==> src/inc/i2c_master_byte_engine_pkg.sv <==
// ============================================================
// register map and field layout
// ============================================================
package i2c_master_byte_engine_pkg;

  // byte addresses of the word registers
  localparam logic [3:0] ADDR_BUFFER = 4'h0; // transfer_buffer
  localparam logic [3:0] ADDR_CONTROL = 4'h4; // serial_control_two
  localparam logic [3:0] ADDR_STATUS = 4'h8; // serial_status_reg
  localparam logic [3:0] ADDR_BAUD = 4'hc; // baud_reload_value

  // serial_control_two bit positions
  localparam int CTL_START = 0; // start_request_bit
  localparam int CTL_RESTART = 1; // restart_request_bit
  localparam int CTL_STOP = 2; // stop_request_bit
  localparam int CTL_RECEIVE = 3; // receive_request_bit
  localparam int CTL_ACKSEQ = 4; // ack_sequence_request
  localparam int CTL_ACKVAL = 5; // ack_value_bit
  localparam int CTL_ACK_STATUS_BIT = 6; // ack_status_bit, read only

  // serial_status_reg bit positions
  localparam int STS_FULL = 0; // buffer_full_flag, read only
  localparam int STS_IRQ = 1; // serial_irq_flag, write one to clear
  localparam int STS_WRITE_COLLISION_FLAG = 2; // write_collision_flag, write one to clear
  localparam int STS_OVF = 3; // receive_overflow_flag, write one to clear
  localparam int STS_BUSY = 4; // engine not idle, read only

  // reset values
  localparam logic [7:0] BAUD_RESET = 8'h04; // baud_reload_value after reset
  localparam logic [7:0] BUFFER_RESET = 8'h00; // transfer_buffer after reset

  // engine sequences
  typedef enum logic [2:0] {
    ST_IDLE = 3'b000,
    ST_START = 3'b001,
    ST_RESTART = 3'b010,
    ST_STOP = 3'b011,
    ST_TX = 3'b100,
    ST_RX = 3'b101,
    ST_ACK = 3'b110
  } seq_t;

endpackage : i2c_master_byte_engine_pkg

==> src/core/i2c_master_byte_engine.sv <==
// How it works
// - idle buffer write sets full, starts shifting
// - bit changes in the same cycle as the fall; low, high one tick each
// - eighth fall clears full, releases data line
// - ninth clock ack level into ack status
// - after ninth: irq, counter stops, clock low
// - address byte sent msb first, eight bits
// - write during transmit dropped, collision flag set
// - start holds data low one tick before done
// - stop or restart finishes, then irq flag
// - receive request clocks in one byte
// - receive request ignored unless engine idle
// - receive: each rollover toggles clock, each fall shifts data
// - eighth receive fall: copy, full, irq, stop
// - receive mode buffer read clears full flag
// - byte arriving while full sets overflow flag
// - write during receive dropped, collision flag set
// - released clock holds counter at reload until seen high
// - ack sequence: value low tick, high tick, low
//
// The Wishbone slave port and the placing of the registers are this design's own decisions.
`timescale 1ns/1ps
module i2c_master_byte_engine (
  input wire logic i_ref_clk,
  input wire logic i_rst,
  input wire logic i_wb_cyc,
  input wire logic i_wb_stb,
  input wire logic i_wb_we,
  input wire logic [3:0] i_wb_adr,
  input wire logic [3:0] i_wb_sel,
  input wire logic [31:0] i_wb_dat,
  output logic o_wb_ack,
  output logic [31:0] o_wb_dat,
  input wire logic i_scl,
  output logic o_scl,
  output logic o_scl_oe,
  input wire logic i_sda,
  output logic o_sda,
  output logic o_sda_oe
);

  // ============================================================
  // state
  // ============================================================
  typedef struct packed {
    logic [1:0] scl_sync; // clock line synchroniser
    logic [1:0] sda_sync; // data line synchroniser
    i2c_master_byte_engine_pkg::seq_t st; // running sequence
    logic [1:0] ph; // phase within sequence or bit
    logic [3:0] bitn; // bit index 0..9
    logic [7:0] brg; // baud tick counter
    logic [7:0] buffer; // transfer_buffer
    logic [7:0] shifter; // shift_register
    logic [7:0] reload; // baud_reload_value
    logic start_req; // start_request_bit
    logic restart_req; // restart_request_bit
    logic stop_req; // stop_request_bit
    logic recv_req; // receive_request_bit
    logic ackseq_req; // ack_sequence_request
    logic ack_value; // ack_value_bit
    logic ack_status; // ack_status_bit
    logic full; // buffer_full_flag
    logic irq; // serial_irq_flag
    logic write_collision_flag; // write_collision_flag
    logic ovf; // receive_overflow_flag
    logic rx_mode; // buffer holds a received byte
    logic scl_oe; // pull clock line low
    logic sda_oe; // pull data line low
    logic ack; // bus answer
    logic [31:0] rdat; // bus read data
  } state_t;

  state_t q;
  state_t n;

  // pin drive for a running sequence: {scl released, sda released}
  function automatic logic [1:0] line_release(input i2c_master_byte_engine_pkg::seq_t st,
                                              input logic [1:0] ph,
                                              input logic [3:0] bitn,
                                              input logic tx_bit,
                                              input logic ackv);
    logic scl_rel;
    logic sda_rel;
    scl_rel = 1'b1;
    sda_rel = 1'b1;
    unique case (st)
      i2c_master_byte_engine_pkg::ST_START: begin
        sda_rel = (ph == 2'd0);
      end
      i2c_master_byte_engine_pkg::ST_RESTART: begin
        scl_rel = (ph != 2'd0);
        sda_rel = (ph != 2'd2);
      end
      i2c_master_byte_engine_pkg::ST_STOP: begin
        scl_rel = (ph != 2'd0);
        sda_rel = (ph == 2'd2);
      end
      i2c_master_byte_engine_pkg::ST_TX: begin
        scl_rel = (ph == 2'd1);
        sda_rel = (bitn == 4'd8) ? 1'b1 : tx_bit;
      end
      i2c_master_byte_engine_pkg::ST_RX: begin
        scl_rel = (ph == 2'd1);
      end
      i2c_master_byte_engine_pkg::ST_ACK: begin
        scl_rel = (ph == 2'd1);
        sda_rel = ackv;
      end
      i2c_master_byte_engine_pkg::ST_IDLE: begin
        scl_rel = 1'b1;
      end
    endcase
    return {scl_rel, sda_rel};
  endfunction : line_release

  // ============================================================
  // next state
  // ============================================================
  logic req;
  logic wr;
  logic rd;
  logic waiting;
  logic scl_hi;
  logic sda_in;
  logic pending;
  logic [1:0] rel;
  logic [7:0] wbyte;

  // one combinational pass over bus, engine and pins
  always_comb begin
    n = q;
    scl_hi = q.scl_sync[1];
    sda_in = q.sda_sync[1];
    n.scl_sync = {q.scl_sync[0], i_scl};
    n.sda_sync = {q.sda_sync[0], i_sda};
    req = i_wb_cyc & i_wb_stb & ~q.ack;
    wr = req & i_wb_we & i_wb_sel[0];
    rd = req & ~i_wb_we;
    wbyte = i_wb_dat[7:0];
    pending = q.start_req | q.restart_req | q.stop_req | q.recv_req | q.ackseq_req;
    // released clock still held low by a slave keeps the counter at its reload value
    waiting = ~q.scl_oe & ~scl_hi;
    n.ack = req;
    n.rdat = 32'h0000_0000;

    // software side: flag clears first, so hardware sets below win
    if (wr && i_wb_adr == i2c_master_byte_engine_pkg::ADDR_STATUS) begin
      if (wbyte[i2c_master_byte_engine_pkg::STS_IRQ]) begin
        n.irq = 1'b0;
      end
      if (wbyte[i2c_master_byte_engine_pkg::STS_WRITE_COLLISION_FLAG]) begin
        n.write_collision_flag = 1'b0;
      end
      if (wbyte[i2c_master_byte_engine_pkg::STS_OVF]) begin
        n.ovf = 1'b0;
      end
    end
    if (wr && i_wb_adr == i2c_master_byte_engine_pkg::ADDR_BAUD) begin
      n.reload = wbyte;
    end
    if (wr && i_wb_adr == i2c_master_byte_engine_pkg::ADDR_CONTROL) begin
      n.ack_value = wbyte[i2c_master_byte_engine_pkg::CTL_ACKVAL];
      // requests only taken by an idle engine, one at a time
      if (q.st == i2c_master_byte_engine_pkg::ST_IDLE && !pending) begin
        n.start_req = wbyte[i2c_master_byte_engine_pkg::CTL_START];
        n.restart_req = wbyte[i2c_master_byte_engine_pkg::CTL_RESTART];
        n.stop_req = wbyte[i2c_master_byte_engine_pkg::CTL_STOP];
        n.recv_req = wbyte[i2c_master_byte_engine_pkg::CTL_RECEIVE];
        n.ackseq_req = wbyte[i2c_master_byte_engine_pkg::CTL_ACKSEQ];
      end
    end
    if (wr && i_wb_adr == i2c_master_byte_engine_pkg::ADDR_BUFFER) begin
      if (q.st != i2c_master_byte_engine_pkg::ST_IDLE || pending) begin
        n.write_collision_flag = 1'b1;
      end else begin
        n.buffer = wbyte;
        n.shifter = wbyte;
        n.full = 1'b1;
        n.rx_mode = 1'b0;
        n.st = i2c_master_byte_engine_pkg::ST_TX;
        n.ph = 2'd0;
        n.bitn = 4'd0;
        n.brg = q.reload;
      end
    end

    // read data and read side effects
    if (rd) begin
      unique case (i_wb_adr)
        i2c_master_byte_engine_pkg::ADDR_BUFFER: begin
          n.rdat = {24'h00_0000, q.buffer};
          if (q.rx_mode) begin
            n.full = 1'b0;
          end
        end
        i2c_master_byte_engine_pkg::ADDR_CONTROL: begin
          n.rdat = {25'h000_0000, q.ack_status, q.ack_value, q.ackseq_req,
                    q.recv_req, q.stop_req, q.restart_req, q.start_req};
        end
        i2c_master_byte_engine_pkg::ADDR_STATUS: begin
          n.rdat = {27'h000_0000, (q.st != i2c_master_byte_engine_pkg::ST_IDLE),
                    q.ovf, q.write_collision_flag, q.irq, q.full};
        end
        i2c_master_byte_engine_pkg::ADDR_BAUD: begin
          n.rdat = {24'h00_0000, q.reload};
        end
        default: begin
          n.rdat = 32'h0000_0000; // unmapped reads zero
        end
      endcase
    end

    // idle engine picks up a pending request
    if (q.st == i2c_master_byte_engine_pkg::ST_IDLE) begin
      n.ph = (n.st == i2c_master_byte_engine_pkg::ST_TX) ? 2'd0 : q.ph;
      if (q.start_req) begin
        n.st = i2c_master_byte_engine_pkg::ST_START;
      end else if (q.restart_req) begin
        n.st = i2c_master_byte_engine_pkg::ST_RESTART;
      end else if (q.stop_req) begin
        n.st = i2c_master_byte_engine_pkg::ST_STOP;
      end else if (q.recv_req) begin
        n.st = i2c_master_byte_engine_pkg::ST_RX;
      end else if (q.ackseq_req) begin
        n.st = i2c_master_byte_engine_pkg::ST_ACK;
      end
      if (pending) begin
        n.ph = 2'd0;
        n.bitn = 4'd0;
        n.brg = q.reload;
      end
    end else if (waiting) begin
      n.brg = q.reload;
    end else if (q.brg != 8'h00) begin
      n.brg = q.brg - 8'h01;
      // ack level followed while the ninth clock is high
      if (q.st == i2c_master_byte_engine_pkg::ST_TX && q.ph == 2'd1 && q.bitn == 4'd8) begin
        n.ack_status = sda_in;
      end
    end else begin
      // rollover: end of a phase
      n.brg = q.reload;
      n.ph = q.ph + 2'd1;
      unique case (q.st)
        i2c_master_byte_engine_pkg::ST_START: begin
          if (q.ph == 2'd1) begin
            n.start_req = 1'b0;
            n.irq = 1'b1;
            n.st = i2c_master_byte_engine_pkg::ST_IDLE;
          end
        end
        i2c_master_byte_engine_pkg::ST_RESTART: begin
          if (q.ph == 2'd2) begin
            n.restart_req = 1'b0;
            n.irq = 1'b1;
            n.st = i2c_master_byte_engine_pkg::ST_IDLE;
          end
        end
        i2c_master_byte_engine_pkg::ST_STOP: begin
          if (q.ph == 2'd2) begin
            n.stop_req = 1'b0;
            n.irq = 1'b1;
            n.st = i2c_master_byte_engine_pkg::ST_IDLE;
          end
        end
        i2c_master_byte_engine_pkg::ST_TX: begin
          if (q.ph == 2'd1) begin
            // falling edge ends the bit
            n.ph = 2'd0;
            n.bitn = q.bitn + 4'd1;
            n.shifter = {q.shifter[6:0], 1'b0};
            if (q.bitn == 4'd7) begin
              n.full = 1'b0;
            end
            if (q.bitn == 4'd8) begin
              n.ack_status = sda_in;
              n.irq = 1'b1;
              n.st = i2c_master_byte_engine_pkg::ST_IDLE;
            end
          end
        end
        i2c_master_byte_engine_pkg::ST_RX: begin
          if (q.ph == 2'd1) begin
            n.ph = 2'd0;
            n.bitn = q.bitn + 4'd1;
            n.shifter = {q.shifter[6:0], sda_in};
            if (q.bitn == 4'd7) begin
              n.recv_req = 1'b0;
              n.buffer = {q.shifter[6:0], sda_in};
              n.full = 1'b1;
              n.ovf = q.ovf | q.full;
              n.irq = 1'b1;
              n.rx_mode = 1'b1;
              n.st = i2c_master_byte_engine_pkg::ST_IDLE;
            end
          end
        end
        i2c_master_byte_engine_pkg::ST_ACK: begin
          if (q.ph == 2'd1) begin
            n.ackseq_req = 1'b0;
            n.irq = 1'b1;
            n.st = i2c_master_byte_engine_pkg::ST_IDLE;
          end
        end
        i2c_master_byte_engine_pkg::ST_IDLE: begin
          n.ph = q.ph;
        end
      endcase
    end

    // pin drive follows the sequence that will run next cycle
    rel = line_release(n.st, n.ph, n.bitn, n.shifter[7], q.ack_value);
    if (n.st != i2c_master_byte_engine_pkg::ST_IDLE) begin
      n.scl_oe = ~rel[1];
      n.sda_oe = ~rel[0];
    end else if (q.st != i2c_master_byte_engine_pkg::ST_IDLE) begin
      // line levels left behind when a sequence finishes
      unique case (q.st)
        i2c_master_byte_engine_pkg::ST_START: begin
          n.scl_oe = 1'b0;
          n.sda_oe = 1'b1;
        end
        i2c_master_byte_engine_pkg::ST_RESTART: begin
          n.scl_oe = 1'b1;
          n.sda_oe = 1'b1;
        end
        i2c_master_byte_engine_pkg::ST_STOP: begin
          n.scl_oe = 1'b0;
          n.sda_oe = 1'b0;
        end
        default: begin
          n.scl_oe = 1'b1;
          n.sda_oe = 1'b0;
        end
      endcase
    end
  end

  // ============================================================
  // registers
  // ============================================================
  // single clocked process, synchronous reset
  always_ff @(posedge i_ref_clk) begin
    if (i_rst) begin
      q <= '0;
      q.scl_sync <= 2'b11;
      q.sda_sync <= 2'b11;
      q.st <= i2c_master_byte_engine_pkg::ST_IDLE;
      q.buffer <= i2c_master_byte_engine_pkg::BUFFER_RESET;
      q.reload <= i2c_master_byte_engine_pkg::BAUD_RESET;
    end else begin
      q <= n;
    end
  end

  // ============================================================
  // outputs
  // ============================================================
  assign o_wb_ack = q.ack;
  assign o_wb_dat = q.rdat;
  assign o_scl = q.rdat[31] & 1'b0;
  assign o_scl_oe = q.scl_oe;
  assign o_sda = q.rdat[31] & 1'b0;
  assign o_sda_oe = q.sda_oe;

endmodule : i2c_master_byte_engine

==> config.mk <==
export PLATFORM = sky130hd
export DESIGN_NAME = i2c_master_byte_engine
export DESIGN_NICKNAME = d
export VERILOG_FILES = /design/src/inc/i2c_master_byte_engine_pkg.sv /design/src/core/i2c_master_byte_engine.sv
export SDC_FILE = /design/constraint.sdc
export NUM_CORES = 1
export LEC_CHECK = 0
export BUFFER_PORTS_ARGS = -buffer_cell sky130_fd_sc_hd__buf_2
export CORE_ASPECT_RATIO = 0.75
export CORE_MARGIN = 2
export CORE_UTILIZATION = 45
export CTS_CLUSTER_SIZE = 28
export DETAILED_ROUTE_END_ITERATION = 10
export GPL_TIMING_DRIVEN = 0
export PLACE_DENSITY = 0.73
export SETUP_SLACK_MARGIN = 0.05
export SLEW_MARGIN = 25
export SYNTH_ARGS = -nofsm -noshare
export SYNTH_HDL_FRONTEND = slang
export SYNTH_SLANG_ARGS = --single-unit
==> constraint.sdc <==
create_clock -name i_ref_clk -period 4.26 [get_ports i_ref_clk]
set_input_delay 0.426 -clock i_ref_clk [delete_from_list [all_inputs] [get_ports i_ref_clk]]
set_output_delay 0.426 -clock i_ref_clk [all_outputs]
set_load 0.02 [all_outputs]
==> results_dict.tcl <==
set metrics [dict create \
    outcome "finished clean" \
    post_route_cells_drive_above_1_share_pct 20.4 \
    route.final.wire_length_microns 10800 \
    start_kind "flip-flop" \
    syn_area_per_cell_sq_um 8.13 \
    leakage_power_total_nw 1.81 \
    synthTopCellsByArea "sky130_fd_sc_hd__dfxtp_1 36%, sky130_fd_sc_hd__buf_4 6.9%, sky130_fd_sc_hd__nand2_1 6.0%" \
    gp_congestion 0.938 \
    numCtsBuffers 9 \
    detailedRoute.firstIterationViolations 416 \
    drcViolationCount 0 \
    ios 84 \
    synth-adder-area-share_pct 1.97 \
    synthTopCellsByCount "68 x sky130_fd_sc_hd__dfxtp_1, 61 x sky130_fd_sc_hd__nand2_1, 59 x sky130_fd_sc_hd__nor2_1, 38 x sky130_fd_sc_hd__a21oi_1, 35 x sky130_fd_sc_hd__buf_4" \
    synthSimpleGateAreaFrac_pct 26.5 \
    postCtsResizedCells 0 \
    skew_ps 4.96 \
    hold_buffers 0 \
    synthesis.area_sq_um 3810 \
    crit_path_cell_trace "inv_1 > ha_1 > nor4b_2 > nand3_1 > buf_2 > nor4_2 > nand2_1 > clkbuf_1 > a311oi_1" \
    clkSinkCount 68 \
    critical_path.slowest_cell "sky130_fd_sc_hd__nor4_2" \
    final-setup-viol-count 0 \
    worst_slew_pin_slew_ps 988 \
    synth.lib_cells_used.distinct 64 \
    ant_nets 0 \
    leading_cell_type_by_number_of_instances_after_synthesis "sky130_fd_sc_hd__dfxtp_1" \
    clockBufferDepth 2 \
    slew_viol_final 0 \
    synth.top_cell.area_share_pct 35.7 \
    ys_ff_latch 68 \
    post_layout_min_period_ps 2810 \
    drtPass1Iterations 5 \
    rsz0062_at_grt "false" \
    timing.setup.critical_path_class "flip-flop to flip-flop" \
    antenna_found_initial 0 \
    route.vias.total 3618 \
    globalRouteTotalUtil_pct 24.9 \
    dieHeight_microns 83.7 \
    design.core.area_sq_um 8350 \
    finalWorstSetupSlack_ps 1450 \
    path_clk_slew_ps 60 \
    synthFlopType "sky130_fd_sc_hd__dfxtp_1" \
    worst_ep_arrival_time_ps 3050 \
    placement.setup.worst_slack_ps 1470 \
    synth_largest_area_cell "sky130_fd_sc_hd__dfxtp_1" \
    synthArstFlopShare_pct 0 \
    grt_first_pass_wirelength_microns 17400 \
    cp_max_fo 10 \
    num-nets-final 586 \
    setup_total_negative_slack_ps 0 \
    worst_slew_margin_rel_pct 33.5 \
    insertedDiodeCount 0 \
    std_cell_rows 29 \
    timing.final.hold_violations 0 \
    syn_to_final_growth_pct 17.3 \
    post_synthesis_xor_xnor_area_fraction_pct 0.919 \
    chipWidth_microns 110 \
    grt-ovfl-total 0 \
    die_area_sq_um 9230 \
    critPathCaptureType "flip-flop" \
    largest_net_degree_at_the_start_of_global_routing 12 \
    drt-vias-per-instance 5.60 \
    worst_skew_pair.late_latency_ps 340 \
    max_cap_viol_count 0 \
    synth_compound_gate_area_share_pct 19.2 \
    avgRoutedWirePerCell_microns 16.7 \
    grt_pass1_vias 3366 \
    fillers 807 \
    initial_utilization_pct 45.7 \
    htree_num_levels 3 \
    synth_top_family_by_area "simple AND/OR/NAND/NOR gates" \
    placement.io_buffers 28 \
    yosys-mux-area-fraction_pct 4.56 \
    yosysSeqAreaShare_pct 35.7 \
    critical_path_required_ps 4500 \
    detailed_place_hpwl_microns 7860 \
    edff_count_synth 0 \
    post-cts-setup-buffers 0 \
    ir_drop_v 0.000300 \
    clock_tree.root_cell "sky130_fd_sc_hd__clkbuf_16" \
    max_freq_mhz 356 \
    finalCritPeriodShare_pct 65.9 \
    tritoncts "built" \
    place_area_sq_um 4180 \
    timing.hold.worst.class "primary input to flip-flop" \
    yosys_synthesis_warning_count 0 \
    critical_path.max_stage_delay_ps 490 \
    design_area_sq_um 4470 \
    power_density_nw_per_um2 458 \
    postSynthCellCount 469 \
    finalPower_mw 2.05 \
]
[worst paths after layout]
path              depth (start not counted)  slack, ps  start     to
hold reg to reg                           1        410  n[89]  q[89]
setup reg to reg                          9       1450  q[71]  q[70]
hold / removal                            2        270  i_scl  n[91]
setup / recovery                          9       1450  q[71]  q[70]
[per-layer routing]
layer	GRT usage [%]	wire [microns]
met5	0	0
met4	6.36	147
met3	8.27	1100
met2	35.8	4800
met1	35.7	4720
[power breakdown]
part	total (mW)	leakage [nW]	internal [mW]	switching, mW
Combinational	0.626	1.12	0.222	0.404
Clock	0.719	0.138	0.441	0.278
Sequential	0.705	0.550	0.673	0.0315
[layout make-up]
cell class,instances,area [sq um],share of cell area [%]
buffer,64,390,8.73
multi-input combinational,354,2130,47.5
timing repair buffer,28,140,3.13
clock inverter,3,20.0,0.448
inverter,8,30.0,0.671
sequential,68,1360,30.4
tap,108,135,3.02
clock buffer,13,270,6.04
[cell families (layout without fill, tap and decap cells)]
logic type / after synthesis / count (layout)
multiplexers: 11 / 11
buffers and inverters: 72 / 116
XOR/XNOR: 4 / 4
adder cells (fa/ha/maj): 6 / 6
AND/OR/NAND/NOR: 196 / 196
other: 1 / 26
flip-flops: 68 / 68
AO/OA/AOI/OAI: 111 / 111
[registers in the layout, indices dropped and copies added (netlist names)]
signal / count
o_scl_oe: 1
o_sda_oe: 1
o_wb_dat: 8
n: 2
q: 55
o_wb_ack: 1
[critical path, delay by kind of cell, from the launching register on]
kind | cells | cell delay [ps]
adders and majority gates | 1 | 210
DFF | 1 | 330
and+or+nand+nor | 4 | 1250
AOI/OAI and AO/OA | 1 | 310
buffers and inverters | 3 | 610
[per-stage QoR]
step / util, % / hold slack [ps] / std cells
6_report: 53.6 / 271 / 646
5_1_grt: 53.6 / 266 / 646
4_1_cts: 53.6 / 263 / 646
3_5_place_dp: 50.1 / 400 / 630
3_3_place_gp: 50.1 / 396 / 630
2_1_floorplan: - / 389 / 494
[cell usage in the layout, fill, tap and decap left out, drive strengths merged, types with 10 or more instances in the layout]
cell,Yosys,final
o21ai,17,17
a21oi,38,38
clkbuf,23,36
a311oi,18,18
nor3,13,13
nand2,62,62
nor2b,10,10
nor2,59,59
dfxtp,68,68
conb,1,26
buf,41,69
Note: power is estimated with default switching activity, not from simulation.
